===== config.mk =====
export PLATFORM = sky130hd
export DESIGN_NAME = tap_controller
export DESIGN_NICKNAME = d
export VERILOG_FILES = /design/src/tap_pkg.sv /design/src/tap_controller.sv /design/src/tap_sync.sv
export SDC_FILE = /design/constraint.sdc
export NUM_CORES = 1
export LEC_CHECK = 0
export BUFFER_PORTS_ARGS = -buffer_cell sky130_fd_sc_hd__buf_4
export CAP_MARGIN = 20
export CORE_MARGIN = 2
export CORE_UTILIZATION = 40
export DETAILED_ROUTE_END_ITERATION = 7
export PLACE_DENSITY = 0.6
export SLEW_MARGIN = 20
export SYNTH_ARGS = -nofsm -noshare
export SYNTH_HDL_FRONTEND = slang
export SYNTH_SLANG_ARGS = --single-unit

===== constraint.sdc =====
create_clock -name clk_sys -period 1 [get_ports clk_sys]
set_input_delay 0.1 -clock clk_sys [delete_from_list [all_inputs] [get_ports clk_sys]]
set_output_delay 0.1 -clock clk_sys [all_outputs]
set_load 0.01 [all_outputs]

===== src/tap_pkg.sv =====
package tap_pkg;

  localparam int IR_WIDTH = 4;
  localparam int BSR_WIDTH = 8;
  localparam int RESET_TMS_ONES = 5;

  // Instruction codes
  localparam logic [IR_WIDTH-1:0] INSN_EXTEST = 4'h0;
  localparam logic [IR_WIDTH-1:0] INSN_SAMPLE = 4'h1;
  localparam logic [IR_WIDTH-1:0] INSN_IDCODE = 4'h2;
  localparam logic [IR_WIDTH-1:0] INSN_BYPASS = 4'hf;
  localparam logic [IR_WIDTH-1:0] INSN_DEFAULT = INSN_IDCODE;
  // Fixed capture pattern: two low bits 01
  localparam logic [IR_WIDTH-1:0] IR_CAPTURE = 4'h1;

  // Arbitrary identification value, names no real maker or part
  localparam logic [31:0] ID_VALUE = 32'h1234_5001;

  typedef enum logic [3:0] {
    ST_RESET, ST_IDLE, ST_SEL_DR, ST_CAP_DR, ST_SHIFT_DR, ST_EXIT1_DR, ST_PAUSE_DR,
    ST_EXIT2_DR, ST_UPD_DR, ST_SEL_IR, ST_CAP_IR, ST_SHIFT_IR, ST_EXIT1_IR,
    ST_PAUSE_IR, ST_EXIT2_IR, ST_UPD_IR
  } tap_state_t;

  // Link pins as sampled into the system clock domain
  typedef struct packed {
    logic tck;
    logic tms;
    logic tdi;
    logic trst_n;
  } tap_pins_t;

endpackage


===== src/tap_controller.sv =====
module tap_controller
  import tap_pkg::*;
#(
  parameter int IRW = IR_WIDTH,
  parameter int BSRW = BSR_WIDTH
) (
  input wire logic clk_sys, // 25 MHz system clock
  input wire logic rst_n, // Asynchronous reset, active low
  input wire logic tck, // Test clock pin
  input wire logic tms, // Test mode select pin
  input wire logic tdi, // Test data in pin
  input wire logic trst_n, // Test reset pin, active low
  input wire logic [BSRW-1:0] sys_in, // System logic values at the boundary
  output logic [BSRW-1:0] pin_out, // Values presented at the boundary pins
  output logic tdo, // Test data out
  output logic tdo_oe, // Test data out enable
  output logic [IRW-1:0] cur_insn, // Current instruction
  output logic test_active // Boundary cells drive pins
);

  localparam logic [IRW-1:0] IR_CAP = IRW'(IR_CAPTURE);
  localparam logic [IRW-1:0] IR_DEF = IRW'(INSN_DEFAULT);

  typedef struct packed {
    logic [1:0] rst_sync;
    logic tck_prev;
    tap_state_t state;
    logic [IRW-1:0] ir_shift;
    logic [IRW-1:0] ir_latch;
    logic bypass;
    logic [31:0] id_shift;
    logic [BSRW-1:0] bsr_shift;
    logic [BSRW-1:0] bsr_latch;
    logic [BSRW-1:0] pin_out;
    logic tdo;
    logic tdo_oe;
    logic test_active;
  } top_state_t;

  top_state_t st;
  top_state_t next_st;
  tap_pins_t pins_raw;
  tap_pins_t pins;
  logic rst_local_n;
  logic tck_rise;
  logic tck_fall;
  logic sel_bypass;
  logic sel_id;
  logic sel_bsr;
  logic dr_out;

  initial begin
    if (IRW < 2) $error("Instruction register needs two or more cells");
    if (IRW > 32 || BSRW < 1) $error("Unsupported register width");
  end

  assign rst_local_n = st.rst_sync[1];
  assign pins_raw = '{tck: tck, tms: tms, tdi: tdi, trst_n: trst_n};

  tap_sync #(
    .WIDTH($bits(tap_pins_t))
  ) u_sync (
    .clk_sys(clk_sys),
    .rst_n(rst_local_n),
    .din(pins_raw),
    .dout(pins)
  );

  // Edges of the sampled test clock
  assign tck_rise = pins.tck && !st.tck_prev;
  assign tck_fall = !pins.tck && st.tck_prev;

  // Data register selection from the current instruction
  always_comb begin
    sel_bsr = (st.ir_latch == IRW'(INSN_EXTEST)) || (st.ir_latch == IRW'(INSN_SAMPLE));
    sel_id = (st.ir_latch == IRW'(INSN_IDCODE));
    sel_bypass = !sel_bsr && !sel_id;
    if (sel_bsr) begin
      dr_out = st.bsr_shift[0];
    end else if (sel_id) begin
      dr_out = st.id_shift[0];
    end else begin
      dr_out = st.bypass;
    end
  end

  always_comb begin
    next_st = st;
    next_st.rst_sync = {st.rst_sync[0], 1'b1};
    next_st.tck_prev = pins.tck;

    if (!pins.trst_n) begin
      next_st.state = ST_RESET;
      next_st.ir_latch = IR_DEF;
    end else if (tck_rise) begin
      // Next state from TMS only, on test clock rise
      unique case (st.state)
        ST_RESET: begin
          if (pins.tms) begin
            next_st.state = ST_RESET;
          end else begin
            next_st.state = ST_IDLE;
          end
        end
        ST_IDLE: begin
          if (pins.tms) begin
            next_st.state = ST_SEL_DR;
          end else begin
            next_st.state = ST_IDLE;
          end
        end
        ST_SEL_DR: begin
          if (pins.tms) begin
            next_st.state = ST_SEL_IR;
          end else begin
            next_st.state = ST_CAP_DR;
          end
        end
        ST_CAP_DR: begin
          if (pins.tms) begin
            next_st.state = ST_EXIT1_DR;
          end else begin
            next_st.state = ST_SHIFT_DR;
          end
        end
        ST_SHIFT_DR: begin
          if (pins.tms) begin
            next_st.state = ST_EXIT1_DR;
          end else begin
            next_st.state = ST_SHIFT_DR;
          end
        end
        ST_EXIT1_DR: begin
          if (pins.tms) begin
            next_st.state = ST_UPD_DR;
          end else begin
            next_st.state = ST_PAUSE_DR;
          end
        end
        ST_PAUSE_DR: begin
          if (pins.tms) begin
            next_st.state = ST_EXIT2_DR;
          end else begin
            next_st.state = ST_PAUSE_DR;
          end
        end
        ST_EXIT2_DR: begin
          if (pins.tms) begin
            next_st.state = ST_UPD_DR;
          end else begin
            next_st.state = ST_SHIFT_DR;
          end
        end
        ST_UPD_DR: begin
          if (pins.tms) begin
            next_st.state = ST_SEL_DR;
          end else begin
            next_st.state = ST_IDLE;
          end
        end
        ST_SEL_IR: begin
          if (pins.tms) begin
            next_st.state = ST_RESET;
          end else begin
            next_st.state = ST_CAP_IR;
          end
        end
        ST_CAP_IR: begin
          if (pins.tms) begin
            next_st.state = ST_EXIT1_IR;
          end else begin
            next_st.state = ST_SHIFT_IR;
          end
        end
        ST_SHIFT_IR: begin
          if (pins.tms) begin
            next_st.state = ST_EXIT1_IR;
          end else begin
            next_st.state = ST_SHIFT_IR;
          end
        end
        ST_EXIT1_IR: begin
          if (pins.tms) begin
            next_st.state = ST_UPD_IR;
          end else begin
            next_st.state = ST_PAUSE_IR;
          end
        end
        ST_PAUSE_IR: begin
          if (pins.tms) begin
            next_st.state = ST_EXIT2_IR;
          end else begin
            next_st.state = ST_PAUSE_IR;
          end
        end
        ST_EXIT2_IR: begin
          if (pins.tms) begin
            next_st.state = ST_UPD_IR;
          end else begin
            next_st.state = ST_SHIFT_IR;
          end
        end
        ST_UPD_IR: begin
          if (pins.tms) begin
            next_st.state = ST_SEL_DR;
          end else begin
            next_st.state = ST_IDLE;
          end
        end
      endcase

      // Register actions in the state being left
      unique case (st.state)
        ST_RESET: begin
          next_st.ir_latch = IR_DEF;
        end
        ST_CAP_DR: begin
          next_st.bypass = 1'b0;
          next_st.id_shift = ID_VALUE;
          next_st.bsr_shift = sys_in;
        end
        ST_SHIFT_DR: begin
          // One stage toward TDO per test clock
          if (sel_bsr) begin
            next_st.bsr_shift = {pins.tdi, st.bsr_shift[BSRW-1:1]};
          end else if (sel_id) begin
            next_st.id_shift = {pins.tdi, st.id_shift[31:1]};
          end else begin
            next_st.bypass = pins.tdi;
          end
        end
        ST_UPD_DR: begin
          if (sel_bsr) begin
            next_st.bsr_latch = st.bsr_shift;
          end
        end
        ST_CAP_IR: begin
          next_st.ir_shift = IR_CAP;
        end
        ST_SHIFT_IR: begin
          next_st.ir_shift = {pins.tdi, st.ir_shift[IRW-1:1]};
        end
        ST_UPD_IR: begin
          next_st.ir_latch = st.ir_shift;
        end
        default: begin
          // Pause and exit states hold every shift stage
          next_st.ir_shift = st.ir_shift;
        end
      endcase

      // Default instruction takes effect as the reset state is entered
      if (next_st.state == ST_RESET) begin
        next_st.ir_latch = IR_DEF;
      end
    end

    // Data out moves only on test clock fall; enable only in shift states
    if (tck_fall) begin
      next_st.tdo_oe = (st.state == ST_SHIFT_DR) || (st.state == ST_SHIFT_IR);
      next_st.tdo = (st.state == ST_SHIFT_IR) ? st.ir_shift[0] : dr_out;
    end
    if (!pins.trst_n || st.state == ST_RESET) begin
      next_st.tdo_oe = 1'b0;
    end

    // Boundary pins follow the instruction being registered, never lag it
    next_st.test_active = (next_st.state != ST_RESET) &&
      (next_st.ir_latch == IRW'(INSN_EXTEST));
    next_st.pin_out = next_st.test_active ? next_st.bsr_latch : sys_in;
  end

  always_ff @(posedge clk_sys or negedge rst_n) begin
    if (!rst_n) begin
      st <= '{
        rst_sync: 2'b00,
        tck_prev: 1'b0,
        state: ST_RESET,
        ir_shift: '0,
        ir_latch: IR_DEF,
        bypass: 1'b0,
        id_shift: '0,
        bsr_shift: '0,
        bsr_latch: '0,
        pin_out: '0,
        tdo: 1'b0,
        tdo_oe: 1'b0,
        test_active: 1'b0
      };
    end else if (!rst_local_n) begin
      st <= '{
        rst_sync: next_st.rst_sync,
        tck_prev: 1'b0,
        state: ST_RESET,
        ir_shift: '0,
        ir_latch: IR_DEF,
        bypass: 1'b0,
        id_shift: '0,
        bsr_shift: '0,
        bsr_latch: '0,
        pin_out: '0,
        tdo: 1'b0,
        tdo_oe: 1'b0,
        test_active: 1'b0
      };
    end else begin
      st <= next_st;
    end
  end

  assign pin_out = st.pin_out;
  assign tdo = st.tdo;
  assign tdo_oe = st.tdo_oe;
  assign cur_insn = st.ir_latch;
  assign test_active = st.test_active;

endmodule


===== src/tap_sync.sv =====
module tap_sync
  import tap_pkg::*;
#(
  parameter int WIDTH = 4
) (
  input wire logic clk_sys, // System clock
  input wire logic rst_n, // Synchronised reset, active low
  input wire logic [WIDTH-1:0] din, // Asynchronous inputs
  output logic [WIDTH-1:0] dout // Synchronised copy
);

  typedef struct packed {
    logic [WIDTH-1:0] meta;
    logic [WIDTH-1:0] sync;
  } sync_state_t;

  sync_state_t st;
  sync_state_t next_st;

  initial begin
    if (WIDTH < 1) $error("tap_sync WIDTH must be positive");
  end

  always_comb begin
    next_st = st;
    next_st.meta = din;
    next_st.sync = st.meta;
  end

  always_ff @(posedge clk_sys or negedge rst_n) begin
    if (!rst_n) begin
      st <= '0;
    end else begin
      st <= next_st;
    end
  end

  assign dout = st.sync;

endmodule


==> results of run 1 <==
==> power groups by stage <==
stage / logic [uW] / clock network [uW] / registers [uW]
floorplan: 322 / 0 / 3520
global placement: 605 / 0 / 3530
detailed placement: 612 / 0 / 3530
finish: 932 / 2550 / 3480
global route: 1000 / 2730 / 3490
CTS: 768 / 2590 / 3470
==> repair_timing <==
| action | 4_1_cts | 5_1_grt |
|---|---|---|
| hold buffers | 5 | 0 |
| gates cloned | 3 | 4 |
| endpoints found under the hold margin | 79 | 0 |
| resized for setup | 86 | 134 |
| setup buffers | 18 | 11 |
| setup endpoints to repair | 78 | 80 |
| pin swaps | 18 | 47 |
==> critical path, cell delays in order (launching register included) <==
cell,delay [ps]
dfrtp_2,410
buf_6,130
xor2_1,130
a32o_1,260
a221oi_2,250
nor2_2,100
o311ai_4,250
buf_12,170
mux2_2,350
==> per-layer routing <==
layer / global-route usage / routed length, um / up-vias
met5: 0 / 0 / -
li1: - / - / 1675
met3: 0.04279 / 412 / 13
met4: 0.05502 / 133 / 0
met1: 0.2866 / 5303 / 1781
met2: 0.3264 / 5610 / 75
==> final timing paths <==
kind	end	slack, ps
max reg2reg	pin_out[7]	-1170
min reg2reg	u_sync.dout[0]	360
min in group asynchronous	pin_out[0]	180
max in group asynchronous	pin_out[2]	320
min	pin_out[1]	100
max	pin_out[7]	-1170
==> cell families after synthesis <==
family / Yosys count / share of synthesized area
AO/OA/AOI/OAI: 104 / 0.1659
buffers and inverters: 50 / 0.06455
flip-flops: 83 / 0.5230
XOR/XNOR: 1 / 0.002204
multiplexers: 26 / 0.07116
AND/OR/NAND/NOR: 152 / 0.1722
other: 1 / 0.0009437
==> flip-flops by register name, indices dropped and copies added (netlist names) <==
signal	count
st	58
pin_out	8
cur_insn	4
u_sync.dout	4
u_sync.next_st	4
next_st	1
rst_local_n	1
tdo	1
tdo_oe	1
test_active	1
==> cell type report <==
cell class | count | area, um2 | area share
flip-flops and latches | 83 | 2083 | 0.3342
clock inverters | 7 | 80.08 | 0.01285
clock buffers | 9 | 123.9 | 0.01987
repair buffers | 150 | 1498 | 0.2403
multi-input cells | 284 | 2242 | 0.3597
inverters | 10 | 40.04 | 0.006423
well taps | 133 | 166.4 | 0.02670
==> cell usage in the layout, fill, tap and decap left out, drive strengths merged, types with 3 or more instances in the layout <==
cell type    instances
buf                142
nand2               86
dfrtp               82
o21ai               57
nor2                22
mux2                18
a21oi               17
inv                 14
clkbuf              12
and2                11
mux2i                8
nand3                8
nor3                 6
dlygate4sd3          5
nor2b                5
a31oi                3
nand4                3
o22ai                3
a211oi               3
==> per-stage QoR <==
stage / power (uW) / setup slack (ps) / setup TNS [ps] / util
finish: 6957 / -1171 / -64600 / 0.6407
CTS: 6828 / -1146 / -65250 / 0.5872
detailed placement: 4147 / -1204 / -65510 / 0.5103
global route: 7214 / -1247 / -70220 / 0.6407
global placement: 4138 / -1173 / -64880 / 0.5103
floorplan: 3845 / -1087 / -47650 / -
==> impl_metrics.py, run 1 <==
metrics = {
    "detailed_routing": {
        "drtIter0Drc": 209,
        "drcViolationCount": 0,
        "dr.pass1.iters": 5,
        "wl_per_cell_um": 16.95,
        "drt-total-wl_um": 11460,
        "vias_per_cell": 5.243,
        "drtAntennaViolNets": 0,
        "num_vias": 3544,
    },
    "sta": {
        "finalSetupViolCount": 76,
        "clock.fmax_mhz": 460.7,
        "drv_slew": 0,
        "rsz0062_at_grt": "true",
        "holdWs_ps": 101.3,
        "period_needed_ps": 2171,
        "worst_clock_skew_ps": 14.15,
        "fin_crit_sh": 2.171,
        "setup_ws_ps": -1171,
        "finalHoldViolCount": 0,
    },
    "yosys": {
        "seq_area_frac_synth": 0.5230,
        "avgSynthCellArea_um2": 9.530,
        "synth_commonest_cells": "nand2_1, dfrtp_1, o21ai_0",
        "synth_cells": 417,
        "yosysMostFrequentCell": "nand2_1",
        "syn_area_mm2": 0.003974,
        "synthTopCellsByArea": "dfrtp_1, nand2_1, o21ai_0",
        "synth_top_area_frac": 0.5164,
        "synth_edf_count": 0,
        "synth-seq-cells": 83,
        "yosysUniqueCellTypes": 51,
        "synth_ff_type": "dfrtp_1",
        "synthArstFlopShare": 1.000,
        "syn_nets": 431,
        "synth_warnings": 0,
        "yosysTopAreaCell": "dfrtp_1",
    },
    "placed_design": {
        "port_buffers": 28,
        "dp_hpwl_um": 6962,
        "globalplace.congestion": 0.8681,
        "placed_cells": 624,
        "dpl_cell_area_mm2": 0.004965,
    },
    "global_route": {
        "grt_pass1_vias": 3552,
        "antenna_found_initial": 0,
        "grt_usage": 0.2051,
        "grt_first_pass_wirelength_um": 17930,
        "grt_max_degree": 32,
        "overflow": 0,
    },
    "setup_path": {
        "worstPathArrival_ps": 2400,
        "crit_fanout": 9,
        "cp-start-kind": "flip-flop",
        "cp-end-kind": "flip-flop",
        "worstSetupStartpoint": "st[70]",
        "crit_type": "reg2reg",
        "worstReg2RegStart": "st[70]",
        "ff2ff_path_depth": 8,
        "required_ps": 1230,
    },
    "clocking": {
        "cts_buffer_depth": 2,
        "htreeDepth": 3,
        "numCtsBuffers": 9,
        "clock_sinks": 83,
        "clk_pin_slew_worst_paths_ps": 90,
        "clock_latency_ps": 360,
        "cts_root_buffer": "clkbuf_8",
        "cts_tree": "done",
    },
    "power_and_ir_drop": {
        "p_sw_uw": 1865,
        "clkPwrFrac": 0.366,
        "p_seq_frac": 0.500,
        "pwr-share-comb": 0.134,
        "max-vdd-ir-drop_v": 0.0007578,
        "p_per_area_mw_per_mm2": 1116,
        "p_leak_uw": 0.002913,
        "p_int_uw": 5092,
        "p_sw_frac": 0.2681,
    },
    "final_layout": {
        "syn2layout_area_growth_pct": 56.86,
        "final_cell_area_mm2": 0.006233,
        "final_cells": 676,
        "antenna_cells": 0,
        "drive_gt1_frac": 0.5359,
        "nets": 552,
        "fillCellCount": 772,
    },
    "die": {
        "initial_utilization": 0.4084,
        "core_mm2": 0.009729,
        "fp.dieArea_mm2": 0.01075,
        "rows": 36,
        "io_pins": 29,
        "die_w_um": 103.7,
        "die_h_um": 103.7,
    },
    "status": {
        "violations": "negative setup slack",
        "status": "complete, but fails checks",
    },
    "job": {
        "maxCapViolCount": 0,
    },
    "worst_hold_path": {
        "worstHoldStart": "sys_in[1]",
        "min_path_cells": 3,
        "hold_class": "in2reg",
    },
}
Power figures use the tool's default switching activity.
==> inputs of run 2 (changes only) <==
==> constraint.sdc (replaced) <==
create_clock -name clk_sys -period 1 [get_ports clk_sys]
set_input_delay 0.05 -clock clk_sys [delete_from_list [all_inputs] [get_ports clk_sys]]
set_output_delay 0.05 -clock clk_sys [all_outputs]
set_load 0.01 [all_outputs]
==> run 2 against run 1 <==
The run still ends with negative setup slack left. Largest cell class unchanged. Register-to-register slack barely moved. Highest routed layer unchanged. Combinational power fell by 2%. Core utilization shrank 0.12 points. Largest power group unchanged.
==> impl_metrics.py, run 2 (synthesis gave the netlist of run 1 again) <==
metrics = {
    "die": {
        "core_mm2": 0.009729,
        "io_pins": 29,
        "die_h_um": 103.7,
        "die_w_um": 103.7,
        "rows": 36,
        "initial_utilization": 0.4084,
        "fp.dieArea_mm2": 0.01075,
    },
    "status": {
        "status": "complete, but fails checks",
        "violations": "negative setup slack",
    },
    "placed_design": {
        "port_buffers": 28,
        "globalplace.congestion": 0.8639,
        "preCtsSetupSlack_ps": -1195,
        "dp_hpwl_um": 6787,
        "placed_cells": 624,
    },
    "setup_path": {
        "crit_buf_inv": 3,
        "crit_type": "reg2reg",
        "required_ps": 1250,
        "crit_fanout": 9,
        "worstSetupStartpoint": "st[71]",
        "timing.reg2reg.setup_slack_ps": -1160,
        "crit_cells": 8,
        "slowest_stage": "dfrtp_2",
        "cp-end-kind": "flip-flop",
        "r2r_end": "pin_out[2]",
        "cpMostUsedCell": "buf_4",
        "worstPathArrival_ps": 2410,
        "ff2ff_path_depth": 8,
        "critical_path.cell_chain": "buf_4 -> buf_4 -> and2_4 -> a221oi_2 -> nor2_2 -> o311ai_4 -> buf_12 -> mux2_2",
        "cp-start-kind": "flip-flop",
        "worstReg2RegStart": "st[71]",
        "crit_end": "pin_out[2]",
        "cp_top_family": "compound AO/OA/AOI/OAI gates",
        "cpPeakStageDelay_ps": 460,
    },
    "detailed_routing": {
        "vias_per_cell": 5.305,
        "drtIter0Drc": 216,
        "drt-total-wl_um": 11640,
        "wl_per_cell_um": 17.29,
        "drcViolationCount": 0,
        "dr.pass1.iters": 4,
        "num_vias": 3570,
        "drtAntennaViolNets": 0,
    },
    "final_layout": {
        "fillCellCount": 767,
        "syn2layout_area_growth_pct": 56.58,
        "drive_gt1_frac": 0.5463,
        "regMostFlops": "st",
        "final_common_cell": "buf_4",
        "nets": 549,
        "largest_register_ffs": 58,
        "antenna_cells": 0,
        "final_cell_mix": "buf_4, dfrtp_1, nand2_1, buf_6, o21ai_2",
        "final_cells": 673,
        "utilization": 0.6395,
    },
    "power_and_ir_drop": {
        "p_per_area_mw_per_mm2": 1100,
        "max-vdd-ir-drop_v": 0.0008405,
        "fin_total_pwr_uw": 6846,
        "p_leak_uw": 0.002868,
    },
    "sta": {
        "setup_ws_ps": -1158,
        "clock.fmax_mhz": 463.5,
        "finalSetupViolCount": 77,
        "fin_crit_sh": 2.158,
        "worst_clock_skew_ps": 14.87,
        "rsz0062_at_grt": "true",
        "finalHoldViolCount": 0,
        "period_needed_ps": 2158,
        "drv_slew": 0,
    },
    "clocking": {
        "cts_buffer_depth": 2,
        "clock_latency_ps": 370,
        "cts_root_buffer": "clkbuf_8",
        "cts_tree": "done",
        "htreeDepth": 3,
        "clk_pin_slew_worst_paths_ps": 100,
        "clock_sinks": 83,
        "numCtsBuffers": 9,
    },
    "job": {
        "maxCapViolCount": 0,
    },
    "worst_hold_path": {
        "min_path_cells": 3,
        "hold_class": "in2reg",
        "worstHoldStart": "sys_in[5]",
    },
    "global_route": {
        "antenna_found_initial": 0,
        "grt_first_pass_wirelength_um": 18690,
        "grt_max_degree": 24,
        "overflow": 0,
        "grt_usage": 0.2131,
        "grt_pass1_vias": 3733,
    },
}
[run 2: changes by cell type in the layout (fill, tap and decap cells not counted), sizes merged]
cell,before,now
clkbuf,12,9
bufinv,1,0
inv,14,15
[run 2: stage by stage]
| stage | hold WS [ps] | area [um2] | setup TNS, ps |
|---|---|---|---|
| floorplan | -245.6 | 4207 | -47650 |
| global placement | -53.82 | 4965 | -64600 |
| detailed placement | -51.47 | 4965 | -65760 |
| CTS | 38.63 | 5899 | -64090 |
| global route | 49.73 | 6222 | -72820 |
| finish | 39.80 | 6222 | -67600 |
[run 2: layout make-up]
class / count / area [um2] / share of cell area
clock inverters: 7 / 75.07 / 0.01207
clock buffers: 9 / 123.9 / 0.01991
well taps: 133 / 166.4 / 0.02674
inverters: 10 / 37.54 / 0.006033
multi-input cells: 284 / 2287 / 0.3676
repair buffers: 147 / 1446 / 0.2325
flip-flops and latches: 83 / 2086 / 0.3352
[run 2: metal layers]
| metal | vias up | track usage | share of wire |
|---|---|---|---|
| li1 | 1666 | - | - |
| met1 | 1792 | 0.2883 | 0.43 |
| met2 | 97 | 0.3562 | 0.51 |
| met3 | 15 | 0.03902 | 0.050 |
| met4 | 0 | 0.05309 | 0.013 |
| met5 | - | 0 | 0 |
[run 2: worst min path at each step]
stage                  end
3_5_place_dp    pin_out[0]
4_1_cts         pin_out[7]
6_report        pin_out[5]
5_1_grt         pin_out[1]
3_3_place_gp   test_active
2_1_floorplan  cur_insn[0]
[run 2: worst reg2reg max path, cell delays in order, from the launching register on]
cell and delay (ps):
dfrtp_2 460, buf_4 170, buf_4 150, and2_4 160, a221oi_2 280, nor2_2 90, o311ai_4 250, buf_12 170
mux2_2 340
[run 2: repair_timing]
item                                    4_1_cts  5_1_grt
pin swaps                                    42       31
endpoints found under the hold margin        79        0
endpoints found under the setup margin       77       78
resized for setup                           138       83
buffers inserted                             18       12
gates cloned                                  7        0
hold buffers                                  5        0
[run 2: where the power goes]
part,internal (uW),switching (uW)
Sequential,3420,55.0
Clock,993,1460
Combinational,456,458
Total,4870,1970
